## config.mk

```make
export PLATFORM = sky130hd
export DESIGN_NAME = id_readback_and_gamma_split_off
export DESIGN_NICKNAME = d
export VERILOG_FILES = /design/src/logic/id_readback_and_gamma_split_off.v /design/src/logic/strobe_sync.v
export VERILOG_INCLUDE_DIRS = /design/src /design/src/logic
export SDC_FILE = /design/constraint.sdc
export NUM_CORES = 1
export LEC_CHECK = 0
export ABC_AREA = 0
export BUFFER_PORTS_ARGS = -buffer_cell sky130_fd_sc_hd__buf_2
export CORE_ASPECT_RATIO = 1.4
export CORE_MARGIN = 2
export CORE_UTILIZATION = 52
export DETAILED_ROUTE_END_ITERATION = 16
export PLACE_DENSITY = 0.79
export SLEW_MARGIN = 20
export SYNTH_ARGS = -nofsm -noshare
export SYNTH_HDL_FRONTEND = slang
export SYNTH_SLANG_ARGS = --single-unit
```

## constraint.sdc

```tcl
create_clock -name REF_CLK -period 3.6 [get_ports REF_CLK]
set_input_delay 0.72 -clock REF_CLK [delete_from_list [all_inputs] [get_ports REF_CLK]]
set_output_delay 0.72 -clock REF_CLK [all_outputs]
set_load 0.005 [all_outputs]
```

## src/logic/idcmd_regs.vh

```
`ifndef IDCMD_REGS_VH
`define IDCMD_REGS_VH
// ==========================================================
// Command opcodes
`define OP_READ_MAKER_ID       8'hDA
`define OP_READ_VERSION_ID     8'hDB
`define OP_READ_PART_ID        8'hDC
`define OP_SPLIT_GAMMA_OFF     8'hAA
`define OP_SPLIT_GAMMA_ON      8'hAB
`define OP_SOFT_RESET          8'h01
// ==========================================================
// Read sequence phases
`define RD_PHASE_DUMMY         2'h1
`define RD_PHASE_ID            2'h2
`define RD_PHASE_DONE          2'h3
`define RD_PHASE_IDLE          2'h0
// ==========================================================
// Split gamma defaults and dummy read byte
`define SPLIT_GAMMA_HW_RESET   1'b1
`define SPLIT_GAMMA_SW_RESET   1'b0
`define DUMMY_BYTE             8'h00
`endif

```

## src/logic/id_readback_and_gamma_split_off.v

```verilog
`timescale 1ns/1ns
`default_nettype none
`include "idcmd_regs.vh"
module id_readback_and_gamma_split_off #(
    parameter [7:0] MAKER_ID   = 8'h11,  // Arbitrary value
    parameter [7:0] VERSION_ID = 8'h22,  // Arbitrary value
    parameter [7:0] PART_ID    = 8'h33   // Arbitrary value
) (
    // Clock, hardware reset and power-on
    input  wire        REF_CLK,
    input  wire        RST_N,
    input  wire        POWER_ON,
    // Host system bus
    input  wire        CMD_DATA_SELECT,
    input  wire        WRITE_STROBE_N,
    input  wire        READ_STROBE_N,
    input  wire [17:0] DATA_IN,
    // Strap pins
    input  wire        RGB_CFG_PIN_HI,
    input  wire        RGB_CFG_PIN_LO,
    // Read-back byte and gamma state
    output reg  [7:0]  DATA_OUT,
    output reg         DATA_OE,
    output reg         SPLIT_GAMMA_EN,
    output reg         GAMMA_CURVE_ZERO_SPLIT
);
    // ==========================================================
    // Pin synchronisers
    // Every pin but RST_N passes two flip-flops before logic reads it; the host
    // bus is slow next to REF_CLK, so the extra latency costs nothing.
    wire       wr_rise;
    wire       rd_level;
    wire       rd_fall;
    wire       rd_rise;
    reg        dcx_meta_ff;
    reg        dcx_ff;
    reg [7:0]  din_meta_ff;
    reg [7:0]  din_ff;
    reg [1:0]  cfg_meta_ff;
    reg [1:0]  cfg_ff;
    reg        por_meta_ff;
    reg        por_ff;
    reg        por_prev_ff;

    // Only the end of a write strobe matters; its level and fall are unused
    strobe_sync u_wr_sync (
        .clk      (REF_CLK),
        .rst_n    (RST_N),
        .async_in (WRITE_STROBE_N),
        .level_ff (),
        .rise     (wr_rise),
        .fall     ()
    );

    // Both read edges matter: the fall presents a byte, the rise ends it
    strobe_sync u_rd_sync (
        .clk      (REF_CLK),
        .rst_n    (RST_N),
        .async_in (READ_STROBE_N),
        .level_ff (rd_level),
        .rise     (rd_rise),
        .fall     (rd_fall)
    );

    // Only the low byte is captured; upper lines never reach logic.
    // These stages carry no reset: reset is held long enough to flush
    // them, and a reset on the first stage would only add a false edge.
    always @(posedge REF_CLK) begin
        dcx_meta_ff <= CMD_DATA_SELECT;
        dcx_ff      <= dcx_meta_ff;
        din_meta_ff <= DATA_IN[7:0];
        din_ff      <= din_meta_ff;
        cfg_meta_ff <= {RGB_CFG_PIN_HI, RGB_CFG_PIN_LO};
        cfg_ff      <= cfg_meta_ff;
        por_meta_ff <= POWER_ON;
        por_ff      <= por_meta_ff;
        por_prev_ff <= por_ff;
    end

    // ==========================================================
    // Command decode
    // Data and the command select pass the same two stages as the
    // write strobe, and the edge pulse comes from the second stage, so both
    // reach logic in the same cycle the end of a write is seen, with no extra
    // margin. The host must still hold them two cycles past the strobe for that reason.
    wire       cmd_wr = wr_rise & ~dcx_ff;
    wire [7:0] opcode = din_ff;
    wire       por_pulse = por_ff & ~por_prev_ff;

    // Read sequence states; the binary codes live in the shared header
    localparam [1:0] PH_IDLE  = `RD_PHASE_IDLE;
    localparam [1:0] PH_DUMMY = `RD_PHASE_DUMMY;
    localparam [1:0] PH_ID    = `RD_PHASE_ID;
    localparam [1:0] PH_DONE  = `RD_PHASE_DONE;

    reg  [1:0] phase_ff;
    reg  [7:0] id_sel_ff;
    reg  [1:0] nxt_phase;
    reg  [7:0] nxt_id_sel;

    // No display-mode input gates decoding: all states accept these.
    // Any other opcode, the gamma ones included, closes an open read
    // sequence, so a stale ID byte can never be read after it.
    always @* begin
        nxt_phase  = phase_ff;
        nxt_id_sel = id_sel_ff;
        if (cmd_wr) begin
            case (opcode)
                // ID bytes are parameters, so no reset or write alters them
                `OP_READ_MAKER_ID: begin
                    nxt_phase  = PH_DUMMY;
                    nxt_id_sel = MAKER_ID;
                end
                `OP_READ_VERSION_ID: begin
                    nxt_phase  = PH_DUMMY;
                    nxt_id_sel = VERSION_ID;
                end
                `OP_READ_PART_ID: begin
                    nxt_phase  = PH_DUMMY;
                    nxt_id_sel = PART_ID;
                end
                default: begin
                    nxt_phase = PH_IDLE;
                end
            endcase
        end else if (rd_rise && dcx_ff) begin
            // Advance after each completed read cycle; once done, further
            // reads leave the bus undriven until the next command
            case (phase_ff)
                PH_DUMMY: nxt_phase = PH_ID;
                PH_ID:    nxt_phase = PH_DONE;
                default:  nxt_phase = phase_ff;
            endcase
        end
    end

    // ID select starts at zero; only a read command loads it
    always @(posedge REF_CLK) begin
        if (!RST_N) begin
            phase_ff  <= PH_IDLE;
            id_sel_ff <= 8'h00;
        end else begin
            phase_ff  <= nxt_phase;
            id_sel_ff <= nxt_id_sel;
        end
    end

    // ==========================================================
    // Read data driver: dummy byte first, ID byte second.
    // The byte is loaded at the start of a read and left standing, so a
    // slow host still sees it; only the enable drops once the read ends.
    // Reads with the command select low are not ours and drive nothing.
    always @(posedge REF_CLK) begin
        if (!RST_N) begin
            DATA_OUT <= 8'h00;
            DATA_OE  <= 1'b0;
        end else if (rd_fall && dcx_ff && phase_ff == PH_DUMMY) begin
            DATA_OUT <= `DUMMY_BYTE;
            DATA_OE  <= 1'b1;
        end else if (rd_fall && dcx_ff && phase_ff == PH_ID) begin
            DATA_OUT <= id_sel_ff;
            DATA_OE  <= 1'b1;
        end else if (rd_level) begin
            DATA_OE  <= 1'b0;
        end
    end

    // ==========================================================
    // Split gamma state
    // RST_N is the hardware reset; power-on takes the strap pins:
    // "00" gives off, "1x" gives on, "01" keeps it off as well.
    // Both straps are decoded in full, so only a high upper strap
    // can turn split curves on at power-on.
    reg        strap_gamma;

    always @* begin
        strap_gamma = 1'b0;
        case (cfg_ff)
            2'h0:    strap_gamma = 1'b0;
            2'h1:    strap_gamma = 1'b0;
            default: strap_gamma = 1'b1;
        endcase
    end

    // Priority is hardware reset, then power-on, then host commands;
    // an off command when already off simply rewrites the same value.
    always @(posedge REF_CLK) begin
        if (!RST_N) begin
            SPLIT_GAMMA_EN <= `SPLIT_GAMMA_HW_RESET;
        end else if (por_pulse) begin
            SPLIT_GAMMA_EN <= strap_gamma;
        end else if (cmd_wr && opcode == `OP_SOFT_RESET) begin
            SPLIT_GAMMA_EN <= `SPLIT_GAMMA_SW_RESET;
        end else if (cmd_wr && opcode == `OP_SPLIT_GAMMA_OFF) begin
            SPLIT_GAMMA_EN <= 1'b0;
        end else if (cmd_wr && opcode == `OP_SPLIT_GAMMA_ON) begin
            SPLIT_GAMMA_EN <= 1'b1;
        end
    end

    // Only curve zero (2.2) is ever split into R, G and B.
    // It follows the enable one cycle late, so the curve select always
    // sees a settled state, never one mid-way through a command.
    always @(posedge REF_CLK) begin
        if (!RST_N) begin
            GAMMA_CURVE_ZERO_SPLIT <= 1'b0;
        end else begin
            GAMMA_CURVE_ZERO_SPLIT <= SPLIT_GAMMA_EN;
        end
    end
endmodule
`default_nettype wire

```

## src/logic/strobe_sync.v

```verilog
`timescale 1ns/1ns
`default_nettype none
// ==========================================================
// Two-stage synchroniser plus falling/rising edge pulses
module strobe_sync (
    input  wire       clk,
    input  wire       rst_n,
    input  wire       async_in,
    output reg        level_ff,
    output wire       rise,
    output wire       fall
);
    reg meta_ff;
    reg prev_ff;

    // Only the second stage and later feed logic
    always @(posedge clk) begin
        if (!rst_n) begin
            meta_ff  <= 1'b1;
            level_ff <= 1'b1;
            prev_ff  <= 1'b1;
        end else begin
            meta_ff  <= async_in;
            level_ff <= meta_ff;
            prev_ff  <= level_ff;
        end
    end

    assign rise = level_ff & ~prev_ff;
    assign fall = ~level_ff & prev_ff;
endmodule
`default_nettype wire

```

==> summary.md, run 1 <==
The run finished with clean final reports. The logs give 0 for the number of antenna violations at the first check in global routing and 0.553 for the initial core utilization. The clock period minus final worst setup slack works out to 1.56 ns.

The final count of negative-setup-slack endpoints was 0; the layout-stage area growth over the synthesis result was 12.6%. The share of async-settable or async-resettable flops after synthesis was 0; the areal power density over the cells was 508 nW/µm². Traced cell by cell, the critical path runs through buf_2. Counting flops with a built-in enable in the synthesized netlist gives 0.

The placement-stage cell area is 1300 µm². Summing over every cut layer, the via total after detailed routing is 784. The full die area came out at 2720 µm². The fraction of layout instances using a drive strength above 1 works out to 0.258. Number of hold violations in the final report: 0.

For the yosys synthesis warning count, the log shows 0. For this run, the top clock speed supported by timing is 640 MHz. The number of sinks on the clock net was 38.

The clock-pin slew on the worst setup and hold paths works out to 0.10 ns. The run gives 20 as the total number of placement rows. The wire length of the first global-routing pass is 2.98 mm, and the post-detailed-route wirelength per cell is 11.3 µm.

In this run the worst hold path is classified as flop to flop. The most instantiated library cell after synthesis was sky130_fd_sc_hd__dfxtp_1. The number of placed instances, taps included, is 142.

Routability-driven placement finished with a final weighted congestion of 0.739. The number of global-route vias before repair came out at 747. The sort of element at the end of the critical path was an output port. Top-level I/O count: 37. By count the netlist is led by sky130_fd_sc_hd__dfxtp_1 (38), sky130_fd_sc_hd__buf_4 (6), sky130_fd_sc_hd__nand2b_1 (6), sky130_fd_sc_hd__and2_1 (5). Area fraction of the dominant cell type after synthesis: 0.631.

The repair_antennas step left the layout with diodes totalling 0. In the routed design, unresolved DRC markers number 0. The master cell of the clock root buffer was sky130_fd_sc_hd__clkbuf_4.

The tools report the post-layout net count as 153. The critical path is of the flop to output port type. For this block, the initial DRC count from the detailed router was 15. Data on the critical path is required at its endpoint by 2.88 ns.

The run gives 0 as the leftover overflow at the end of global routing. The first detailed-routing pass took 4 iterations. The largest net degree at the start of global routing was 16. The sequential element share of the synthesized area was 0.631; the setup TNS after final layout was 0 ns. Final non-filler cell total: 150. The average vias per placed instance came out at 5.23. The run gives 0.33 ns as the source-to-sink clock delay at the later pin of the worst-skew pair. STA classifies the critical path startpoint as a flop. TritonCTS built the clock tree. The run gives 0.156 as the global router's overall resource usage.

The logs give 1200 µm² for the area of the mapped netlist and 0.84 ns for the data arrival time of the worst path. The analysis attributes to cell leakage a power of 0.608 nW. The number of hold buffers added after CTS was 0.

No sink is reached through more buffers than the 2 on the longest clock path. Of all nets on the critical path, the largest fanout is 3. The detail route stage leaves a number of antenna-violating nets equal to 0. The H-tree generated during clock tree synthesis spans 2 levels.

The tools report the post-layout utilization of the core as 0.623. sky130_fd_sc_hd__dfxtp_1 takes more of the synthesized area than any other cell. After clock tree synthesis, the setup repair step added 0 buffers.

The number of buffers and inverters on the critical path is 1. The final max-slew violation count was 0; the clock tree skew after final layout was 0.00638 ns. Core box area: 2180 µm². Sorting the synthesized cells by area gives the leading types as sky130_fd_sc_hd__dfxtp_1 (63%), sky130_fd_sc_hd__buf_4 (3.7%), sky130_fd_sc_hd__nand2b_1 (3.1%). The total routed wirelength was 1.70 mm.

The post-detailed-placement half-perimeter wirelength is 1.27 mm. Post-CTS repair changed the size of 0 cells. The number of storage elements in the synthesis netlist was 38; the horizontal extent of the die was 44.7 µm.

The final instance area is 1360 µm², and the vertical extent of the die is 61.0 µm. For this run, the leading register cell type out of synthesis is sky130_fd_sc_hd__dfxtp_1. The tools report the post-synthesis cell type count as 33. Number of buffers inserted during clock tree synthesis: 5.

The share of the clock period used by the worst path after layout came out at 0.434. Max-cap violations in this run came to 0. IR analysis of the VDD net gives a maximum drop of 0.422 mV.

The port buffer count is 21. Setup repair after global routing left no endpoint under its margin. In this design, the stage delay of the slowest critical-path cell is 0.38 ns. A synthesized cell averages 11.6 µm². Synthesis produced 104 cells.

The cell family contributing the most delay on the critical path is flip-flops. On the critical path, the stage with the largest delay is an instance of sky130_fd_sc_hd__dfxtp_1.
## final timing paths
path	cells past startpoint	to	slack [ns]	startpoint
hold reg to reg	0	cfg_ff[1]	0.33	cfg_meta_ff[1]
hold / removal	0	cfg_ff[1]	0.33	cfg_meta_ff[1]
setup reg to reg	4	id_sel_ff[4]	2.09	dcx_ff
setup / recovery	1	SPLIT_GAMMA_EN	2.04	SPLIT_GAMMA_EN
## where the power goes
part,internal [mW],switching [mW]
logic,0.0139,0.0104
registers,0.438,0.00970
clock network,0.0946,0.122
## flip-flops by register name (all words and copies together), names as in the netlist
| register | cells |
|---|---|
| din_ff | 8 |
| din_meta_ff | 8 |
| DATA_OUT | 2 |
| id_sel_ff | 2 |
| phase_ff | 2 |
| DATA_OE | 1 |
| GAMMA_CURVE_ZERO_SPLIT | 1 |
| SPLIT_GAMMA_EN | 1 |
| cfg_ff | 1 |
| cfg_meta_ff | 1 |
| dcx_ff | 1 |
| dcx_meta_ff | 1 |
| por_ff | 1 |
| por_meta_ff | 1 |
| por_prev_ff | 1 |
| u_rd_sync.level_ff | 1 |
| u_rd_sync.meta_ff | 1 |
| u_rd_sync.prev_ff | 1 |
| u_wr_sync.level_ff | 1 |
| u_wr_sync.meta_ff | 1 |
| u_wr_sync.prev_ff | 1 |
## placed cells by master, fill, tap and decap left out, drive strengths merged, types with 3 or more instances in the layout
cell type / Yosys / routed
dfxtp: 38 / 38
buf: 6 / 21
clkbuf: 2 / 7
nand2b: 6 / 6
and2: 5 / 5
nand2: 4 / 4
nor2: 4 / 4
conb: 1 / 4
inv: 3 / 3
a31oi: 3 / 3
a21oi: 3 / 3
nor3b: 3 / 3
nand3: 3 / 3
## area by class of cell
type | instances | area, µm²
Sequential cell | 38 | 761
Clock buffer | 7 | 55.1
Fill cell | 176 | 821
Multi-Input combinational cell | 58 | 392
Timing Repair Buffer | 21 | 105
Clock inverter | 1 | 5.00
Tap cell | 22 | 27.5
Inverter | 3 | 11.3
## metrics by stage
step | power (mW) | setup slack, ns | hold slack, ns
after floorplan | 0.472 | 2.28 | 0.310
after global placement | 0.480 | 2.15 | 0.311
after detailed placement | 0.482 | 2.10 | 0.312
after CTS | 0.697 | 2.03 | 0.336
after global routing | 0.719 | 1.96 | 0.342
final | 0.689 | 2.04 | 0.332
## cell families after synthesis
logic type,Yosys count,synth area share
compound gates,16,0.0924
xor+xnor,1,0.00727
buf+inv,11,0.0530
flops,38,0.631
mux,3,0.0260
other cells,1,0.00311
simple gates,34,0.187
## layer usage
metal,share of wire,global-route usage,vias up
li1,-,-,395
met1,0.39,0.147,361
met2,0.53,0.277,23
met3,0.055,0.0714,5
met4,0.022,0.0823,0
met5,0,0,-
(Power assumes the default switching activity.)
==> run 2: changes to the inputs <==
--- a/config.mk
+++ b/config.mk
@@ -10,9 +10,9 @@
 export BUFFER_PORTS_ARGS = -buffer_cell sky130_fd_sc_hd__buf_2
 export CORE_ASPECT_RATIO = 1.4
 export CORE_MARGIN = 2
-export CORE_UTILIZATION = 52
+export CORE_UTILIZATION = 48
 export DETAILED_ROUTE_END_ITERATION = 16
-export PLACE_DENSITY = 0.79
+export PLACE_DENSITY = 0.73
 export SLEW_MARGIN = 20
 export SYNTH_ARGS = -nofsm -noshare
 export SYNTH_HDL_FRONTEND = slang
==> constraint.sdc (replaced) <==
create_clock -name REF_CLK -period 1.6 [get_ports REF_CLK]
set_input_delay 0.32 -clock REF_CLK [delete_from_list [all_inputs] [get_ports REF_CLK]]
set_output_delay 0.32 -clock REF_CLK [all_outputs]
set_load 0.005 [all_outputs]
==> summary.md, run 2 (same netlist as run 1, synthesis figures left out) <==
Launch instance of the worst register-to-register path: dcx_ff (unchanged). The number of buffers inserted during clock tree synthesis is 5 (unchanged). The horizontal extent of the die works out to 46.3 µm (was 44.7 µm). The number of nets with antenna violations after detailed routing came out at 0 (unchanged). The worst hold path stage count was 1 (was 0); the met1 usage in global routing was 0.137 (was 0.147). Commonest cells after routing, fill and taps aside: sky130_fd_sc_hd__dfxtp_1 (38), sky130_fd_sc_hd__buf_2 (21), sky130_fd_sc_hd__nand2b_1 (6), sky130_fd_sc_hd__and2_1 (5), sky130_fd_sc_hd__clkbuf_4 (5) (unchanged).

The tools report the number of sinks on the clock net as 38 (unchanged). The nature of the critical path startpoint was a flop (unchanged). The run gives 0 (unchanged) as the number of antenna violations at the first check in global routing. Origin of the worst min-delay path: DATA_IN[2] (was cfg_meta_ff[1]).

The critical setup path kind is flop to flop (was flop to output port). The areal power density over the cells is 1110 nW/µm² (was 508 nW/µm²). The post-detailed-route wirelength per cell was 9.74 µm (was 11.3 µm); the largest vdd supply drop was 0.842 mV (was 0.422 mV). The clock period could shrink to 1.39 ns. The logs give 0 (unchanged) for the number of maximum-capacitance violations and 0 (unchanged) for the number of hold violations in the final report. The total number of vias was 764 (was 784); the global router's overall resource usage was 0.134 (was 0.156).

The setup slack of the most critical reg-to-reg path is 0.21 ns (was 2.09 ns), and the number of search-and-repair iterations in the first detailed-routing pass is 2 (was 4). The final count of negative-setup-slack endpoints was 0 (unchanged); the iteration-0 DRC count of the detailed router was 14 (was 15). Number of cells on the worst reg-to-reg path: 4 (unchanged). Sort of element at the end of the critical path: a flop (was an output port). The port buffer count was 21 (unchanged). The maximum clock path buffer count is 2 (unchanged). The vertical extent of the die is 63.3 µm (was 61.0 µm). The required time of the critical path was 1.83 ns (was 2.88 ns); the post-detailed-placement half-perimeter wirelength was 1.20 mm (was 1.27 mm). The logs give 0.215 (was 0.277) for the met2 routing resource usage after global routing and 0 (unchanged) for the antenna diode instance count. The share of the clock period used by the worst path after layout is 0.866, and the source-to-sink clock delay at the later pin of the worst-skew pair is 0.33 ns (about the same).

The average vias per placed instance was 4.69 (was 5.23). The flow ran to the end, and the final reports show no timing, DRC or antenna violations. TritonCTS built the clock tree. The tools report the top-level I/O count as 37 (unchanged).

The most used routing layer in global routing was met2 (unchanged). The logs give 0 (unchanged) for the total of hold buffers inserted after clock tree synthesis and 155 (was 142) for the instance count after placement with tap cells included. The fraction of layout instances using a drive strength above 1 is 0.271 (was 0.258).

For the setup TNS after final layout, the log shows 0 ns (unchanged). The initial core utilization was 0.504 (was 0.553); the full die area was 2930 µm² (was 2720 µm²). The worst-case setup slack after placement was 0.216 ns (was 2.10 ns). The final max-slew violation count is 0 (unchanged), and the layout-stage area growth over the synthesis result is 14.3% (was 12.6%). Regs by FF count: din_ff: 8 flops, din_meta_ff: 8 flops (unchanged). Setup repair after global routing left no endpoint under its margin. The wire length of the first global-routing pass came out at 2.77 mm (was 2.98 mm).

The class of the tightest hold or removal check was input port to flop (was flop to flop). The run gives 2390 µm² (was 2180 µm²) as the core box area. The worst hold slack is 0.0828 ns (was 0.332 ns), and the number of gates resized after cts is 0 (unchanged).

The most common library cell in the layout ignoring fill and taps is sky130_fd_sc_hd__dfxtp_1 (unchanged). Based on the critical path, the design can be clocked at up to 722 MHz. The number of filler instances in the final layout is 204 (was 176). For the number of H-tree levels, the log shows 2 (unchanged).

Placer's final routability congestion estimate: 0.705 (was 0.739). The capture instance of the worst register-to-register path is id_sel_ff[4] (unchanged). The leakage power summed over all cells was 0.609 nW (was 0.608 nW). The clock-pin slew on the worst setup and hold paths works out to 0.11 ns (was 0.10 ns). The tools report the data arrival time of the worst path as 1.62 ns (was 0.84 ns).

The run gives 0 (unchanged) as the leftover overflow at the end of global routing. The run gives 0.0110 ns (was 0.00638 ns) as the clock tree skew after final layout. For the minimum setup slack in the final design, the log shows 0.214 ns (was 2.04 ns). Fraction of met3 tracks used by global routing: 0.0602 (was 0.0714).

The master cell of the clock root buffer was sky130_fd_sc_hd__clkbuf_4 (unchanged). The number of global-route vias before repair was 702 (was 747); the setup fix buffers added after clock tree synthesis was 0 (unchanged). The largest fanout on the critical path was 5 (was 3); the total routed wirelength was 1.59 mm (was 1.70 mm). Final non-filler cell total: 163 (was 150). Hold-critical path endpoint: din_meta_ff[2] (was cfg_ff[1]). The largest net degree at the start of global routing came out at 16 (unchanged). The residual DRC count is 0 (unchanged).

The run gives 154 (was 153) as the post-layout net count. The total number of placement rows is 21 (was 20).
run 2: worst max path at each step:
stage	startpoint	end	slack (ns)
2_1_floorplan	dcx_ff	id_sel_ff[4]	0.28
3_3_place_gp	dcx_ff	id_sel_ff[4]	0.21
3_5_place_dp	dcx_ff	id_sel_ff[4]	0.22
4_1_cts	dcx_ff	id_sel_ff[4]	0.18
5_1_grt	din_ff[2]	id_sel_ff[4]	0.09
6_report	dcx_ff	id_sel_ff[4]	0.21
run 2: metrics by stage:
stage	power (mW)	area (µm²)	utilization
after floorplan	1.06	1220	-
after global placement	1.08	1320	0.552
after detailed placement	1.08	1320	0.552
after CTS	1.56	1380	0.576
after global routing	1.61	1380	0.576
final	1.53	1380	0.576
run 2: critical path, stage by stage (launching register included):
cell and delay, ns:
sky130_fd_sc_hd__dfxtp_1 0.38, sky130_fd_sc_hd__nor3b_4 0.25, sky130_fd_sc_hd__nand3_2 0.14, sky130_fd_sc_hd__nor2_1 0.17, sky130_fd_sc_hd__mux2_2 0.35
run 2: area by class of cell:
type / instances / area [µm²] / share of cell area
tap: 34 / 42.5 / 0.0309
timing repair buffer: 22 / 113 / 0.0817
sequential: 38 / 761 / 0.552
clock buffer: 5 / 37.5 / 0.0272
inverter: 3 / 11.3 / 0.00817
clock inverter: 3 / 21.3 / 0.0154
multi-input combinational: 58 / 392 / 0.284
run 2: report_power, final:
| part | internal [mW] | leakage (nW) | switching (mW) |
|---|---|---|---|
| Sequential | 0.986 | 0.317 | 0.0202 |
| Clock | 0.171 | 0.0312 | 0.297 |
| Combinational | 0.0317 | 0.261 | 0.0220 |
run 2: layer usage:
layer / vias up / part of all wire
li1: 393 / -
met1: 348 / 0.39
met2: 18 / 0.55
met3: 5 / 0.050
met4: 0 / 0.017
met5: - / 0
